[config.mk]
export PLATFORM = sky130hd
export DESIGN_NAME = ppcf_top
export DESIGN_NICKNAME = d
export VERILOG_FILES = /design/src/hdl/ppcf_pulse_filter.v /design/src/hdl/ppcf_top.v
export VERILOG_INCLUDE_DIRS = /design/src /design/src/hdl
export SDC_FILE = /design/constraint.sdc
export NUM_CORES = 1
export LEC_CHECK = 0
export BUFFER_PORTS_ARGS = -buffer_cell sky130_fd_sc_hd__buf_2
export CAP_MARGIN = 20
export CORE_ASPECT_RATIO = 1.2
export CORE_MARGIN = 2
export CORE_UTILIZATION = 64
export CTS_BUF_LIST = sky130_fd_sc_hd__clkbuf_16
export DETAILED_ROUTE_END_ITERATION = 10
export PLACE_DENSITY = 0.82
export SYNTH_ARGS = -nofsm -noshare
export SYNTH_HDL_FRONTEND = slang
export SYNTH_SLANG_ARGS = --single-unit
export TNS_END_PERCENT = 50
[constraint.sdc]
create_clock -name pclk -period 10.8 [get_ports pclk]
set_clock_uncertainty 0.15 [all_clocks]
set_input_delay 2.16 -clock pclk [delete_from_list [all_inputs] [get_ports pclk]]
set_output_delay 2.16 -clock pclk [all_outputs]
set_load 0.02 [all_outputs]
[src/hdl/ppcf_consts.vh]
// Offsets, field positions, reset values and timing counts of the position command front end
`ifndef PPCF_CONSTS_VH
`define PPCF_CONSTS_VH
`define PPCF_REG_CFG0 12'h000
`define PPCF_REG_DIV 12'h004
`define PPCF_REG_GEAR 12'h008
`define PPCF_REG_SOFT 12'h00c
`define PPCF_REG_TURN 12'h010
`define PPCF_REG_SCALE 12'h014
`define PPCF_REG_CTRL 12'h018
`define PPCF_REG_STAT 12'h01c
`define PPCF_REG_DEV 12'h020
`define PPCF_REG_TURNS 12'h024
`define PPCF_REG_ENCRES 12'h028
`define PPCF_CLR_COND_LSB 0
`define PPCF_CLR_POL_LSB 2
`define PPCF_FILT_SEL_BIT 4
`define PPCF_CMD_FILT_BIT 5
`define PPCF_CL_MODE_LSB 8
`define PPCF_CLR_COND_RST 2'h1
`define PPCF_CLR_POL_RST 2'h0
`define PPCF_FILT_SEL_RST 1'h1
`define PPCF_DIV_RST 16'h03e8
`define PPCF_DIV_MIN 16'h0010
`define PPCF_DIV_MAX 16'h4000
`define PPCF_GEAR_NUM_RST 16'h0004
`define PPCF_GEAR_DEN_RST 16'h0001
`define PPCF_SOFT_RST 13'h0000
`define PPCF_SOFT_MAX 13'h1900
`define PPCF_TURN_RST 16'hffff
`define PPCF_SCALE_RST 16'h4000
`define PPCF_SCALE_MIN 16'h0201
`define PPCF_ENCRES_RST 16'h4000
`define PPCF_CLK_MHZ 200
`define PPCF_STEP_NS 10000
`define PPCF_STEP_CYC (`PPCF_STEP_NS * `PPCF_CLK_MHZ / 1000)
`define PPCF_LD_NS 2000
`define PPCF_OC_NS 5000
`define PPCF_LD_CYC (`PPCF_LD_NS * `PPCF_CLK_MHZ / 1000 / 4)
`define PPCF_OC_CYC (`PPCF_OC_NS * `PPCF_CLK_MHZ / 1000 / 4)
`endif

[src/hdl/ppcf_pulse_filter.v]
// Glitch filter for the command pulse input with two selectable pass widths
module ppcf_pulse_filter #(
  parameter integer LD_CYC = 100,
  parameter integer OC_CYC = 250
) (
  input wire pclk,
  input wire presetn,
  input wire sel_open_collector,
  input wire din,
  output reg dout
);
  reg [8:0] cnt_q;
  wire [8:0] lim;
  assign lim = sel_open_collector ? OC_CYC[8:0] : LD_CYC[8:0];
  // Output follows the input only after it has stood stable for the selected width
  always @(posedge pclk or negedge presetn) begin
    if (!presetn) begin
      cnt_q <= 9'h000;
      dout <= 1'b0;
    end else if (din == dout) begin
      cnt_q <= 9'h000;
    end else if (cnt_q >= lim - 9'h001) begin
      cnt_q <= 9'h000;
      dout <= din;
    end else begin
      cnt_q <= cnt_q + 9'h001;
    end
  end
endmodule

[src/hdl/ppcf_top.v]
// Position command front end: clear logic, gear, soft start, divider, turn count, APB registers
//
// Local design decisions: the register offsets and the APB register port.
`include "ppcf_consts.vh"
module ppcf_top #(
  parameter integer DEV_W = 32,
  parameter integer TURN_W = 16
) (
  input wire pclk,
  input wire presetn,
  input wire psel,
  input wire penable,
  input wire pwrite,
  input wire [11:0] paddr,
  input wire [31:0] pwdata,
  output reg [31:0] prdata,
  output wire pready,
  output wire pslverr,
  input wire cmd_pulse,
  input wire cmd_dir,
  input wire deviation_clear_input,
  input wire servo_on,
  input wire alarm_in,
  input wire fb_pulse,
  input wire fb_dir,
  input wire position_send_request,
  input wire abs_encoder,
  output reg motor_step,
  output reg motor_dir,
  output reg enc_out_pulse,
  output reg enc_out_dir,
  output reg [TURN_W-1:0] turn_count_out,
  output reg turn_count_valid,
  output wire turn_limit_mismatch_alarm,
  output wire param_error_alarm
);
  function [15:0] ppcf_clamp16;
    input [15:0] v;
    input [15:0] lo;
    input [15:0] hi;
    begin
      if (v < lo)
        ppcf_clamp16 = lo;
      else if (v > hi)
        ppcf_clamp16 = hi;
      else
        ppcf_clamp16 = v;
    end
  endfunction

  // Pending (software-written) and active configuration
  reg [1:0] clear_input_condition_p_q, clear_on_stop_policy_p_q, closed_loop_usage_mode_p_q;
  reg pulse_input_filter_select_p_q, command_filter_type_p_q;
  reg [15:0] output_pulse_divide_rate_p_q, gear_num_value_p_q, gear_den_value_p_q;
  reg [15:0] turn_count_limit_p_q, closed_loop_scale_p_q, enc_res_p_q;
  reg [12:0] soft_start_time_constant_q;
  reg [1:0] clear_input_condition, clear_on_stop_policy, closed_loop_usage_mode;
  reg pulse_input_filter_select, command_filter_type;
  reg [15:0] output_pulse_divide_rate, gear_numerator, gear_denominator;
  reg [15:0] turn_count_limit, closed_loop_scale, enc_res;
  reg [15:0] enc_turn_limit_q;
  reg cfg_loaded_q;

  // APB: zero wait states
  wire apb_wr;
  assign apb_wr = psel & penable & pwrite;
  assign pready = 1'b1;
  reg addr_ok;
  always @* begin
    case (paddr)
      `PPCF_REG_CFG0, `PPCF_REG_DIV, `PPCF_REG_GEAR, `PPCF_REG_SOFT, `PPCF_REG_TURN,
      `PPCF_REG_SCALE, `PPCF_REG_CTRL, `PPCF_REG_STAT, `PPCF_REG_DEV, `PPCF_REG_TURNS,
      `PPCF_REG_ENCRES: addr_ok = 1'b1;
      default: addr_ok = 1'b0;
    endcase
  end
  assign pslverr = psel & penable & ~addr_ok;
  wire ctrl_wr;
  assign ctrl_wr = apb_wr & (paddr == `PPCF_REG_CTRL);
  // CTRL bit 1 acts as a power restart: pending fields become active
  wire cfg_load;
  assign cfg_load = ~cfg_loaded_q | (ctrl_wr & pwdata[1]);

  always @(posedge pclk or negedge presetn) begin
    if (!presetn) begin
      clear_input_condition_p_q <= `PPCF_CLR_COND_RST;
      clear_on_stop_policy_p_q <= `PPCF_CLR_POL_RST;
      pulse_input_filter_select_p_q <= `PPCF_FILT_SEL_RST;
      command_filter_type_p_q <= 1'b0;
      closed_loop_usage_mode_p_q <= 2'h0;
      output_pulse_divide_rate_p_q <= `PPCF_DIV_RST;
      gear_num_value_p_q <= `PPCF_GEAR_NUM_RST;
      gear_den_value_p_q <= `PPCF_GEAR_DEN_RST;
      soft_start_time_constant_q <= `PPCF_SOFT_RST;
      turn_count_limit_p_q <= `PPCF_TURN_RST;
      closed_loop_scale_p_q <= `PPCF_SCALE_RST;
      enc_res_p_q <= `PPCF_ENCRES_RST;
    end else if (apb_wr) begin
      case (paddr)
        `PPCF_REG_CFG0: begin
          clear_input_condition_p_q <= pwdata[`PPCF_CLR_COND_LSB +: 2];
          if (pwdata[`PPCF_CLR_POL_LSB +: 2] != 2'h3)
            clear_on_stop_policy_p_q <= pwdata[`PPCF_CLR_POL_LSB +: 2];
          pulse_input_filter_select_p_q <= pwdata[`PPCF_FILT_SEL_BIT];
          command_filter_type_p_q <= pwdata[`PPCF_CMD_FILT_BIT];
          closed_loop_usage_mode_p_q <= pwdata[`PPCF_CL_MODE_LSB +: 2];
        end
        `PPCF_REG_DIV: output_pulse_divide_rate_p_q <= pwdata[15:0];
        `PPCF_REG_GEAR: begin
          if (pwdata[15:0] != 16'h0000)
            gear_num_value_p_q <= pwdata[15:0];
          if (pwdata[31:16] != 16'h0000)
            gear_den_value_p_q <= pwdata[31:16];
        end
        `PPCF_REG_SOFT: soft_start_time_constant_q <= (pwdata[12:0] > `PPCF_SOFT_MAX) ?
          `PPCF_SOFT_MAX : pwdata[12:0];
        `PPCF_REG_TURN: turn_count_limit_p_q <= pwdata[15:0];
        `PPCF_REG_SCALE: closed_loop_scale_p_q <= (pwdata[15:0] < 16'h0019) ?
          16'h0019 : pwdata[15:0];
        `PPCF_REG_ENCRES: enc_res_p_q <= pwdata[15:0];
        default: ;
      endcase
    end
  end

  // Active configuration latched after reset release and on each CTRL bit 1 write
  always @(posedge pclk or negedge presetn) begin
    if (!presetn) begin
      cfg_loaded_q <= 1'b0;
      clear_input_condition <= `PPCF_CLR_COND_RST;
      clear_on_stop_policy <= `PPCF_CLR_POL_RST;
      pulse_input_filter_select <= `PPCF_FILT_SEL_RST;
      command_filter_type <= 1'b0;
      closed_loop_usage_mode <= 2'h0;
      output_pulse_divide_rate <= `PPCF_DIV_RST;
      gear_numerator <= `PPCF_GEAR_NUM_RST;
      gear_denominator <= `PPCF_GEAR_DEN_RST;
      turn_count_limit <= `PPCF_TURN_RST;
      closed_loop_scale <= `PPCF_SCALE_RST;
      enc_res <= `PPCF_ENCRES_RST;
    end else if (cfg_load) begin
      cfg_loaded_q <= 1'b1;
      clear_input_condition <= clear_input_condition_p_q;
      clear_on_stop_policy <= clear_on_stop_policy_p_q;
      pulse_input_filter_select <= pulse_input_filter_select_p_q;
      command_filter_type <= command_filter_type_p_q;
      closed_loop_usage_mode <= closed_loop_usage_mode_p_q;
      output_pulse_divide_rate <= output_pulse_divide_rate_p_q;
      gear_numerator <= gear_num_value_p_q;
      gear_denominator <= gear_den_value_p_q;
      turn_count_limit <= turn_count_limit_p_q;
      closed_loop_scale <= closed_loop_scale_p_q;
      enc_res <= enc_res_p_q;
    end
  end

  // Pin synchronisers
  reg [5:0] sync1_q, sync2_q;
  always @(posedge pclk or negedge presetn) begin
    if (!presetn) begin
      sync1_q <= 6'h00;
      sync2_q <= 6'h00;
    end else begin
      sync1_q <= {position_send_request, fb_dir, fb_pulse, deviation_clear_input,
                  cmd_dir, cmd_pulse};
      sync2_q <= sync1_q;
    end
  end
  wire cmd_filt;
  ppcf_pulse_filter #(
    .LD_CYC(`PPCF_LD_CYC),
    .OC_CYC(`PPCF_OC_CYC)
  ) u_filt (
    .pclk(pclk),
    .presetn(presetn),
    .sel_open_collector(pulse_input_filter_select),
    .din(sync2_q[0]),
    .dout(cmd_filt)
  );

  reg cmd_filt_d1_q, clr_in_d1_q, fb_d1_q, send_d1_q, servo_d1_q, alarm_d1_q;
  always @(posedge pclk or negedge presetn) begin
    if (!presetn) begin
      cmd_filt_d1_q <= 1'b0;
      clr_in_d1_q <= 1'b0;
      fb_d1_q <= 1'b0;
      send_d1_q <= 1'b0;
      servo_d1_q <= 1'b0;
      alarm_d1_q <= 1'b0;
    end else begin
      cmd_filt_d1_q <= cmd_filt;
      clr_in_d1_q <= sync2_q[2];
      fb_d1_q <= sync2_q[3];
      send_d1_q <= sync2_q[5];
      servo_d1_q <= servo_on;
      alarm_d1_q <= alarm_in;
    end
  end
  wire cmd_edge, fb_edge;
  assign cmd_edge = cmd_filt & ~cmd_filt_d1_q;
  assign fb_edge = sync2_q[3] & ~fb_d1_q;

  // Clear qualification
  reg clr_ext;
  always @* begin
    case (clear_input_condition)
      2'h0: clr_ext = sync2_q[2];
      2'h1: clr_ext = sync2_q[2] & ~clr_in_d1_q;
      2'h2: clr_ext = ~sync2_q[2];
      default: clr_ext = ~sync2_q[2] & clr_in_d1_q;
    endcase
  end
  reg clr_stop;
  always @* begin
    case (clear_on_stop_policy)
      2'h0: clr_stop = ~servo_on | alarm_in;
      2'h2: clr_stop = alarm_in;
      default: clr_stop = 1'b0;
    endcase
  end
  wire dev_clear;
  assign dev_clear = clr_ext | clr_stop;

  // Electronic gear: accumulate numerator per pulse, emit a step per denominator
  reg [16:0] gear_acc_q;
  reg [16:0] gear_sum;
  always @* begin
    gear_sum = gear_acc_q;
    if (cmd_edge)
      gear_sum = gear_acc_q + {1'b0, gear_numerator};
  end
  // Soft start: first-order filter on the pending scaled pulses
  reg [DEV_W-1:0] cmd_pend_q;
  reg [12:0] tc_cnt_q;
  reg [11:0] step_cnt_q;
  wire tc_active;
  assign tc_active = (command_filter_type == 1'b0) &&
                     (soft_start_time_constant_q != 13'h0000);
  wire release_tick;
  assign release_tick = ~tc_active | (tc_cnt_q == 13'h0000);
  wire [DEV_W-1:0] release_n;
  // Exponential release: a fraction of pending work each time-constant tick
  assign release_n = tc_active ? ((cmd_pend_q >> 3) | {{(DEV_W-1){1'b0}}, |cmd_pend_q})
                               : cmd_pend_q;
  wire [DEV_W-1:0] released;
  assign released = release_tick ? release_n : {DEV_W{1'b0}};
  always @(posedge pclk or negedge presetn) begin
    if (!presetn) begin
      gear_acc_q <= 17'h00000;
      cmd_pend_q <= {DEV_W{1'b0}};
      tc_cnt_q <= 13'h0000;
      step_cnt_q <= 12'h000;
    end else begin
      if (gear_sum >= {1'b0, gear_denominator}) begin
        gear_acc_q <= gear_sum - {1'b0, gear_denominator};
        cmd_pend_q <= cmd_pend_q - released + {{(DEV_W-1){1'b0}}, 1'b1};
      end else begin
        gear_acc_q <= gear_sum;
        cmd_pend_q <= cmd_pend_q - released;
      end
      if (step_cnt_q == `PPCF_STEP_CYC - 1) begin
        step_cnt_q <= 12'h000;
        tc_cnt_q <= (tc_cnt_q == 13'h0000) ? soft_start_time_constant_q : tc_cnt_q - 13'h0001;
      end else begin
        step_cnt_q <= step_cnt_q + 12'h001;
      end
    end
  end

  // Deviation counter, counted in x4 feedback units
  reg [DEV_W-1:0] dev_q;
  wire [DEV_W-1:0] fb_delta;
  assign fb_delta = fb_edge ? {{(DEV_W-1){1'b0}}, 1'b1} : {DEV_W{1'b0}};
  always @(posedge pclk or negedge presetn) begin
    if (!presetn)
      dev_q <= {DEV_W{1'b0}};
    else if (dev_clear)
      dev_q <= {DEV_W{1'b0}};
    else
      dev_q <= dev_q + (sync2_q[1] ? -released : released) +
               (sync2_q[4] ? fb_delta : -fb_delta);
  end

  // Motor drive: a step per cycle while servo on and deviation nonzero
  always @(posedge pclk or negedge presetn) begin
    if (!presetn) begin
      motor_step <= 1'b0;
      motor_dir <= 1'b0;
    end else begin
      motor_step <= servo_on & (dev_q != {DEV_W{1'b0}});
      motor_dir <= dev_q[DEV_W-1];
    end
  end

  // Encoder output divider: x4 feedback edges scaled by rate over four times resolution
  wire [15:0] res_eff;
  assign res_eff = ppcf_clamp16(enc_res, `PPCF_DIV_MIN, 16'hffff);
  wire [15:0] div_eff;
  assign div_eff = ppcf_clamp16(output_pulse_divide_rate, `PPCF_DIV_MIN,
                   (res_eff < `PPCF_DIV_MAX) ? res_eff : `PPCF_DIV_MAX);
  reg [17:0] div_acc_q;
  wire [17:0] div_sum;
  assign div_sum = div_acc_q + {2'b00, div_eff};
  always @(posedge pclk or negedge presetn) begin
    if (!presetn) begin
      div_acc_q <= 18'h00000;
      enc_out_pulse <= 1'b0;
      enc_out_dir <= 1'b0;
    end else begin
      enc_out_pulse <= 1'b0;
      enc_out_dir <= sync2_q[4];
      if (cfg_load) begin
        div_acc_q <= 18'h00000;
      end else if (fb_edge) begin
        if (div_sum >= {res_eff, 2'b00}) begin
          div_acc_q <= div_sum - {res_eff, 2'b00};
          enc_out_pulse <= 1'b1;
        end else begin
          div_acc_q <= div_sum;
        end
      end
    end
  end

  // Multi-turn counter
  reg [TURN_W-1:0] turns_q;
  reg [17:0] rev_pos_q;
  wire limit_default;
  assign limit_default = (turn_count_limit == `PPCF_TURN_RST);
  always @(posedge pclk or negedge presetn) begin
    if (!presetn) begin
      turns_q <= {TURN_W{1'b0}};
      rev_pos_q <= 18'h00000;
      turn_count_out <= {TURN_W{1'b0}};
      turn_count_valid <= 1'b0;
    end else begin
      turn_count_valid <= 1'b0;
      if (cfg_load) begin
        rev_pos_q <= 18'h00000;
      end else if (fb_edge) begin
        if (!sync2_q[4]) begin
          if (rev_pos_q == {res_eff, 2'b00} - 18'h00001) begin
            rev_pos_q <= 18'h00000;
            if (!limit_default && turns_q >= turn_count_limit)
              turns_q <= {TURN_W{1'b0}};
            else
              turns_q <= turns_q + {{(TURN_W-1){1'b0}}, 1'b1};
          end else begin
            rev_pos_q <= rev_pos_q + 18'h00001;
          end
        end else begin
          if (rev_pos_q == 18'h00000) begin
            rev_pos_q <= {res_eff, 2'b00} - 18'h00001;
            if (!limit_default && turns_q == {TURN_W{1'b0}})
              turns_q <= turn_count_limit;
            else
              turns_q <= turns_q - {{(TURN_W-1){1'b0}}, 1'b1};
          end else begin
            rev_pos_q <= rev_pos_q - 18'h00001;
          end
        end
      end
      if (abs_encoder && sync2_q[5] && !send_d1_q) begin
        turn_count_out <= turns_q;
        turn_count_valid <= 1'b1;
      end
    end
  end

  // Encoder-side limit agreement
  always @(posedge pclk or negedge presetn) begin
    if (!presetn)
      enc_turn_limit_q <= `PPCF_TURN_RST;
    else if (ctrl_wr && pwdata[0])
      enc_turn_limit_q <= turn_count_limit;
  end
  assign turn_limit_mismatch_alarm = cfg_loaded_q &&
                                     (enc_turn_limit_q != turn_count_limit);
  assign param_error_alarm = cfg_loaded_q && (closed_loop_usage_mode != 2'h0) &&
                             (closed_loop_scale < `PPCF_SCALE_MIN);

  // Read mux
  always @* begin
    prdata = 32'h00000000;
    if (psel && !pwrite) begin
      case (paddr)
        `PPCF_REG_CFG0: prdata = {22'h000000, closed_loop_usage_mode_p_q, 2'b00,
          command_filter_type_p_q, pulse_input_filter_select_p_q, clear_on_stop_policy_p_q,
          clear_input_condition_p_q};
        `PPCF_REG_DIV: prdata = {16'h0000, output_pulse_divide_rate_p_q};
        `PPCF_REG_GEAR: prdata = {gear_den_value_p_q, gear_num_value_p_q};
        `PPCF_REG_SOFT: prdata = {19'h00000, soft_start_time_constant_q};
        `PPCF_REG_TURN: prdata = {16'h0000, turn_count_limit_p_q};
        `PPCF_REG_SCALE: prdata = {16'h0000, closed_loop_scale_p_q};
        `PPCF_REG_STAT: prdata = {28'h0000000, servo_d1_q, alarm_d1_q, param_error_alarm,
          turn_limit_mismatch_alarm};
        `PPCF_REG_DEV: prdata = dev_q;
        `PPCF_REG_TURNS: prdata = {16'h0000, turns_q};
        `PPCF_REG_ENCRES: prdata = {16'h0000, enc_res_p_q};
        default: prdata = 32'h00000000;
      endcase
    end
  end
endmodule

Yosys cells after proc, flatten, opt, wreduce, memory -nomap -nowiden
Cells that the tools add are included. W data, S select, Z words.

Register bits after elaboration: 445. Output and inout port bits: 57. Word-level logic and storage cells: 208.

Add/subtract/negate cells: 19. Order comparisons: 12. Equal/unequal tests: 20. Mux-type cells: 43. Bitwise logic cells: 26. Reduce and logical (&&, ||, !) cells: 39.

Operators with widths (number): $pmux W32 S10 (1); $mux W32 (7); $mux W16 (11); $mux W18 (8); $add A32 B32 Y32 (2); $eq A12 B5 Y1 const B (4); $lt A16 B5 Y1 const B (3); $eq A12 B6 Y1 const B (3); $sub A18 B1 Y18 const B (2); $mux W17 (2); $add A32 B1 Y32 const B (1); $neg A1 Y32 (1); $neg A32 Y32 (1); $reduce_bool A16 Y1 (2); $reduce_bool A32 Y1 (1); $reduce_or A32 Y1 (1); $sub A32 B32 Y32 (1); $or A29 B1 Y29 (1); $mux W13 (2); $eq A12 B4 Y1 const B (2); $add A18 B1 Y18 const B (1); $add A18 B16 Y18 (1); $eq A18 B18 Y1 (1); $ge A18 B18 Y1 (1); other kinds (48) (99).

Depth between registers and ports, before layout
Depth in word-level cells: 13. Mapped depth: 40. Depth with buffers taken out: 36.

By module
A second synthesis with hierarchy kept.

Cells, all modules: 3444. Area total of the unflattened synthesis: 30155.2 um^2.

Modules (own cells, without submodules): ppcf_top (instances 1, cells an instance 3392, area each 29583.4 um^2); ppcf_pulse_filter (instances 1, cells an instance 52, area each 571.8 um^2).

Worst setup path before layout
OpenSTA, ideal clock, no wires.

Path type: reg2reg. From: register enc_res[4]. To: register div_acc_q[10]. Library setup time: 138 ps. Data arrival time: 7888 ps. Required time: 10512 ps. Setup slack: 2624 ps. Stages on the path, launching flop included: 39. Path buffers: 4. Clock period less this slack: 8176 ps. Cell sequence: dfrtp_1 > clkbuf_1 > nor4_1 > nand4_1 > nand2_1 > inv_1 > nand2_1 > ha_1 > a21oi_1 > o22ai_1 > o21a_1 > o21a_1 > o21a_1 > o21a_1 > o21ai_0 > a22oi_1 > clkbuf_1 > mux2i_1 > (+3 left out) > a21o_1 > a21oi_1 > o21bai_1 > a2111o_1 > a31o_2 > a21oi_1 > xnor2_1 > ha_1 > nand3_1 > nor4_1 > nor3_1 > a31oi_1 > o21ai_0 > nand2b_1 > clkbuf_1 > clkbuf_1 > mux2i_1 > a21oi_1.

Cells in the longest elaborated chain, start to end: 13. Elaborated cells between the ends (all ways): 15. Classes of those cells: add/sub (2); order compare (5); mux (8).

Ends and longest elaborated chain: start, declared (line ppcf_top.v:60) `reg [15:0] turn_count_limit, closed_loop_scale, enc_res;`; start signal, assigned (line ppcf_top.v:140) `` enc_res <= `PPCF_ENCRES_RST; ``; start signal, assigned (line ppcf_top.v:153) `enc_res <= enc_res_p_q;`; $gt A16 B16 Y1 (line ppcf_top.v:44) `else if (v > hi)`; $mux W16 (line ppcf_top.v:44); $mux W16 * (line ppcf_top.v:42) `if (v < lo)`; $lt A16 B15 Y1 (no line); $mux W16 (no line); $gt A16 B16 Y1 (line ppcf_top.v:44); $mux W16 (line ppcf_top.v:44); $mux W16 (line ppcf_top.v:42); $add A18 B16 Y18 (line ppcf_top.v:303) `assign div_sum = div_acc_q + {2'b00, div_eff};`; $sub A18 B18 Y18 / $ge A18 B18 Y1 (equally long branches) (line ppcf_top.v:316, ppcf_top.v:315); $mux W18 * (line ppcf_top.v:315) `if (div_sum >= {res_eff, 2'b00}) begin`; $mux W18 * (line ppcf_top.v:314) `end else if (fb_edge) begin`; $mux W18 * (line ppcf_top.v:312) `if (cfg_load) begin`; end signal, assigned (line ppcf_top.v:316) `div_acc_q <= div_sum - {res_eff, 2'b00};`; end signal, assigned (line ppcf_top.v:319) `div_acc_q <= div_sum;`; end, declared (line ppcf_top.v:301) `reg [17:0] div_acc_q;`.

Every way passes the cells marked *; elsewhere a longest branch is shown, timed or not. The select of a mux whose other input is x is not followed. A chain may end at the register's enable or synchronous reset.

Worst setup path after layout
From: register enc_res[4]. To: register div_acc_q[17].

Same word-level chain as after synthesis.

==> run summary <==
## Clock network
• Post-CTS Setup Bufs: 0
• number of buffers between clock root and the deepest sink: 3
• maximum level of the CTS H-tree: 2
• clock tree from TritonCTS: done
• CTS Buf Count: 47
• clk_lat worst skew: 0.63 ns
• hold bufs inserted after CTS: 0
• sink count of the clock tree: 445
• post-CTS sizing: 0
• clock input transition at the sequential cells of the worst setup and hold paths: 0.07 ns
• clock root buffer master: sky130_fd_sc_hd__clkbuf_16

## Floorplanning
• die outline area: 0.0492 mm²
• Die Height: 242 µm
• I/O pin total: 115
• die boundary width: 203 µm
• Core Area: 0.0469 mm²
• count of standard-cell rows: 87
• Starting Density: 0.647

## Job
• number of max-cap violations: 0

## Cells and area
• fraction of layout cells with a size suffix above 1: 0.135
• final core occ: 0.707
• Post-Layout Cell Count: 4147
• final net count: 3747
• layout overhead on the synthesized area: 9.42%

## Timing
• worst-margin pin slew: 1.10 ns
• total negative slack: 0 ns
• Slew Limit Headroom: 0.265
• max frequency: 115 MHz
• Setup violations, final: 0
• RSZ-0062 raised after global routing: no
• final period utilization: 0.807
• number of hold violations in the final report: 0
• post-layout minimum cycle time: 8.72 ns
• final slew viol count: 0

## Pwr
• reported leakage power: 0.0154 µW
• PwrDens: 235 mW/mm²
• Max rail drop VDD: 0.332 mV

## Global routing
• fraction of met3 tracks used by global routing: 0.0694
• via count of the first global-routing pass: 26500
• global-route usage over all layers: 0.365
• global-route wire length before repair: 143000 µm
• number of antenna violations at the first check in global routing: 4
• GRT Max-Usage Layer: met2
• grt ovf: 0
• largest net degree at the start of global routing: 175
• Global Route met1 Usage: 0.448
• GR Util met2: 0.597

## Routing
• wire length per cell after detailed routing: 21.7 µm
• post-route ant nets: 0
• 1st-iter DRT viols: 2765
• routed vias: 26800
• remaining routing DRC violations: 3
• number of vias per cell after detailed routing: 6.45
• final WL: 90000 µm
• detailed-routing iteration count for the pre-antenna-repair pass: 11

## Synthesis
• cells after synthesis: 3435
• Async SR Flop Fraction: 1.00
• post-synthesis cell type with the largest combined area: sky130_fd_sc_hd__dfrtp_1
• Simple-Gate Fraction of Synth Area: 0.180
• top cell type's share of synthesized area: 0.308
• Post-Syn Area: 0.0303 mm²
• proportion of synthesized area in mux cells: 0.0507
• number of distinct library cells after synthesis: 98
• mean instance size in the synthesized netlist: 8.83 µm²
• complex-gate fraction of the synthesized area: 0.186
• part of the Yosys area used for sequential elements: 0.370
• most frequent cells after synthesis: 467 x sky130_fd_sc_hd__nand2_1, 373 x sky130_fd_sc_hd__dfrtp_1, 256 x sky130_fd_sc_hd__nor2_1
• main flop type after synthesis: sky130_fd_sc_hd__dfrtp_1
• xor and xnor fraction of the mapped netlist area: 0.0692
• Synth Area in Adders: 0.0941
• largest family of logic cells by synthesized area: compound AO/OA/AOI/OAI gates
• register bit total from synthesis: 445
• number of warnings reported in the yosys synthesis log: 0
• top area cells in the synthesized netlist: sky130_fd_sc_hd__dfrtp_1 31%, sky130_fd_sc_hd__ha_1 7.0%, sky130_fd_sc_hd__dfstp_2 6.2%, sky130_fd_sc_hd__nand2_1 5.8%, sky130_fd_sc_hd__xnor2_1 4.6%
• most used standard cell by instance count after synthesis: sky130_fd_sc_hd__nand2_1
• count of flip-flops with a built-in enable after synthesis: 0

## Run status
• outcome: finished, violations left
• failing checks: DRC

## Worst setup path
• CP max FO: 12
• critical path's slowest cell: sky130_fd_sc_hd__nor4_1
• Register-to-Register Setup Slack: 2.08 ns
• Crit path arrival time: 9.06 ns
• library cell appearing most often on the critical path: sky130_fd_sc_hd__o21a_1
• category of the critical setup timing path: reg2reg
• type of destination of the critical path: flop
• kind of start point of the critical path: flop
• Crit path required time: 11.14 ns
• Largest stage delay, worst path: 0.74 ns

## Placed design
• # placed instances: 4054
• number of buffers inserted by port buffering: 113
• placed wire-length estimate: 66200 µm
• RePlAce Congestion: 0.966

## Worst hold path
• worst min path class: reg2reg

[power by group]
| part | total, µW | leakage [µW] | internal (µW) | switching, µW |
|---|---|---|---|---|
| clock | 1880 | 0.000858 | 1130 | 741 |
| combinational | 3770 | 0.00882 | 1530 | 2250 |
| sequential | 2160 | 0.00568 | 1880 | 288 |
[worst max-delay path, delay by kind of cell, from the launching register on]
| kind | cells | cell delay [ns] |
|---|---|---|
| fa+ha+maj | 4 | 1.24 |
| compound gates | 16 | 3.02 |
| flops | 1 | 0.49 |
| mux | 1 | 0.15 |
| buf+inv | 2 | 0.30 |
| simple gates | 12 | 3.12 |
| xor+xnor | 1 | 0.11 |
[metrics by stage]
stage	hold WS [ns]	cell area (µm²)	power, µW	setup WS (ns)
3_3_place_gp	0.183	31400	5690	1.98
3_5_place_dp	0.185	31400	5830	1.83
4_1_cts	0.198	33100	7740	1.80
6_report	0.197	33200	7810	2.08
5_1_grt	0.207	33200	8290	1.34
2_1_floorplan	0.181	30300	4960	2.62
[per-layer routing]
layer  routed length [µm]  vias to the layer above
met3                 7410                      337
li1                     -                    12300
met5                   26                        -
met2                42000                     1266
met1                34300                    12900
met4                 6180                        4
[area by class of cell]
class                           count  area [µm²]
Antenna cell                        2        5.00
Tap cell                          623         779
Clock buffer                       47        1180
Timing Repair Buffer              151         892
Multi-Input combinational cell   2607       17600
Sequential cell                   445       11200
Fill cell                        3562       13700
Inverter                          231         867
Clock inverter                     41         594
[cell families after synthesis]
kind of cell | after synthesis
buffers and inverters | 385
other | 1
multiplexers | 139
flip-flops | 445
AO/OA/AOI/OAI | 859
XOR/XNOR | 235
AND/OR/NAND/NOR | 1165
adder cells (fa/ha/maj) | 206
[sequential cells by signal, summed over array words and instances (netlist names), 13 cells and up]
signal / count
turns_q: 16
dev_q: 32
gear_acc_q: 17
output_pulse_divide_rate: 16
enc_turn_limit_q: 16
div_acc_q: 18
output_pulse_divide_rate_p_q: 16
closed_loop_scale_p_q: 16
turn_count_limit: 16
turn_count_limit_p_q: 16
gear_numerator: 16
gear_den_value_p_q: 16
enc_res: 16
gear_denominator: 16
tc_cnt_q: 13
soft_start_time_constant_q: 13
enc_res_p_q: 16
gear_num_value_p_q: 16
closed_loop_scale: 16
cmd_pend_q: 32
turn_count_out: 16
rev_pos_q: 18
[final timing paths]
check | start | to | depth (start not counted)
worst min register to register | sync1_q[0] | sync2_q[0] | 0
min in group asynchronous | presetn | turn_count_out[9] | 1
max in group asynchronous | presetn | gear_denominator[1] | 3
worst max-delay path | enc_res[4] | div_acc_q[17] | 36
worst max register to register | enc_res[4] | div_acc_q[17] | 36
worst min-delay path | sync1_q[0] | sync2_q[0] | 0
[cells in the final DEF (no fill, tap or decap), types with 19 or more instances in the layout]
cell | netlist | layout
sky130_fd_sc_hd__xor2_1 | 72 | 72
sky130_fd_sc_hd__a22o_1 | 20 | 20
sky130_fd_sc_hd__o21a_1 | 19 | 19
sky130_fd_sc_hd__clkbuf_16 | 0 | 47
sky130_fd_sc_hd__a31oi_1 | 45 | 45
sky130_fd_sc_hd__or3_1 | 28 | 28
sky130_fd_sc_hd__a222oi_1 | 24 | 24
sky130_fd_sc_hd__a21oi_1 | 168 | 167
sky130_fd_sc_hd__mux2_2 | 117 | 117
sky130_fd_sc_hd__ha_1 | 169 | 169
sky130_fd_sc_hd__xnor2_1 | 160 | 160
sky130_fd_sc_hd__mux2i_1 | 21 | 21
sky130_fd_sc_hd__a22oi_1 | 66 | 66
sky130_fd_sc_hd__nand2b_1 | 25 | 25
sky130_fd_sc_hd__dfstp_2 | 72 | 72
sky130_fd_sc_hd__nand2_1 | 467 | 466
sky130_fd_sc_hd__nor4_1 | 51 | 51
sky130_fd_sc_hd__nor3_1 | 74 | 72
sky130_fd_sc_hd__dfrtp_1 | 373 | 373
sky130_fd_sc_hd__buf_2 | 8 | 112
sky130_fd_sc_hd__and3_1 | 34 | 34
sky130_fd_sc_hd__o21ai_0 | 238 | 238
sky130_fd_sc_hd__or2_2 | 20 | 20
sky130_fd_sc_hd__fa_1 | 37 | 37
sky130_fd_sc_hd__inv_1 | 231 | 234
sky130_fd_sc_hd__nor2b_1 | 26 | 26
sky130_fd_sc_hd__nand4_1 | 40 | 40
sky130_fd_sc_hd__a211oi_1 | 31 | 31
sky130_fd_sc_hd__o22ai_1 | 23 | 23
sky130_fd_sc_hd__nor2_1 | 256 | 252
sky130_fd_sc_hd__buf_4 | 4 | 34
sky130_fd_sc_hd__nand3_1 | 67 | 67
sky130_fd_sc_hd__a21o_1 | 59 | 59
No activity file was read; power rests on OpenSTA's default activity.
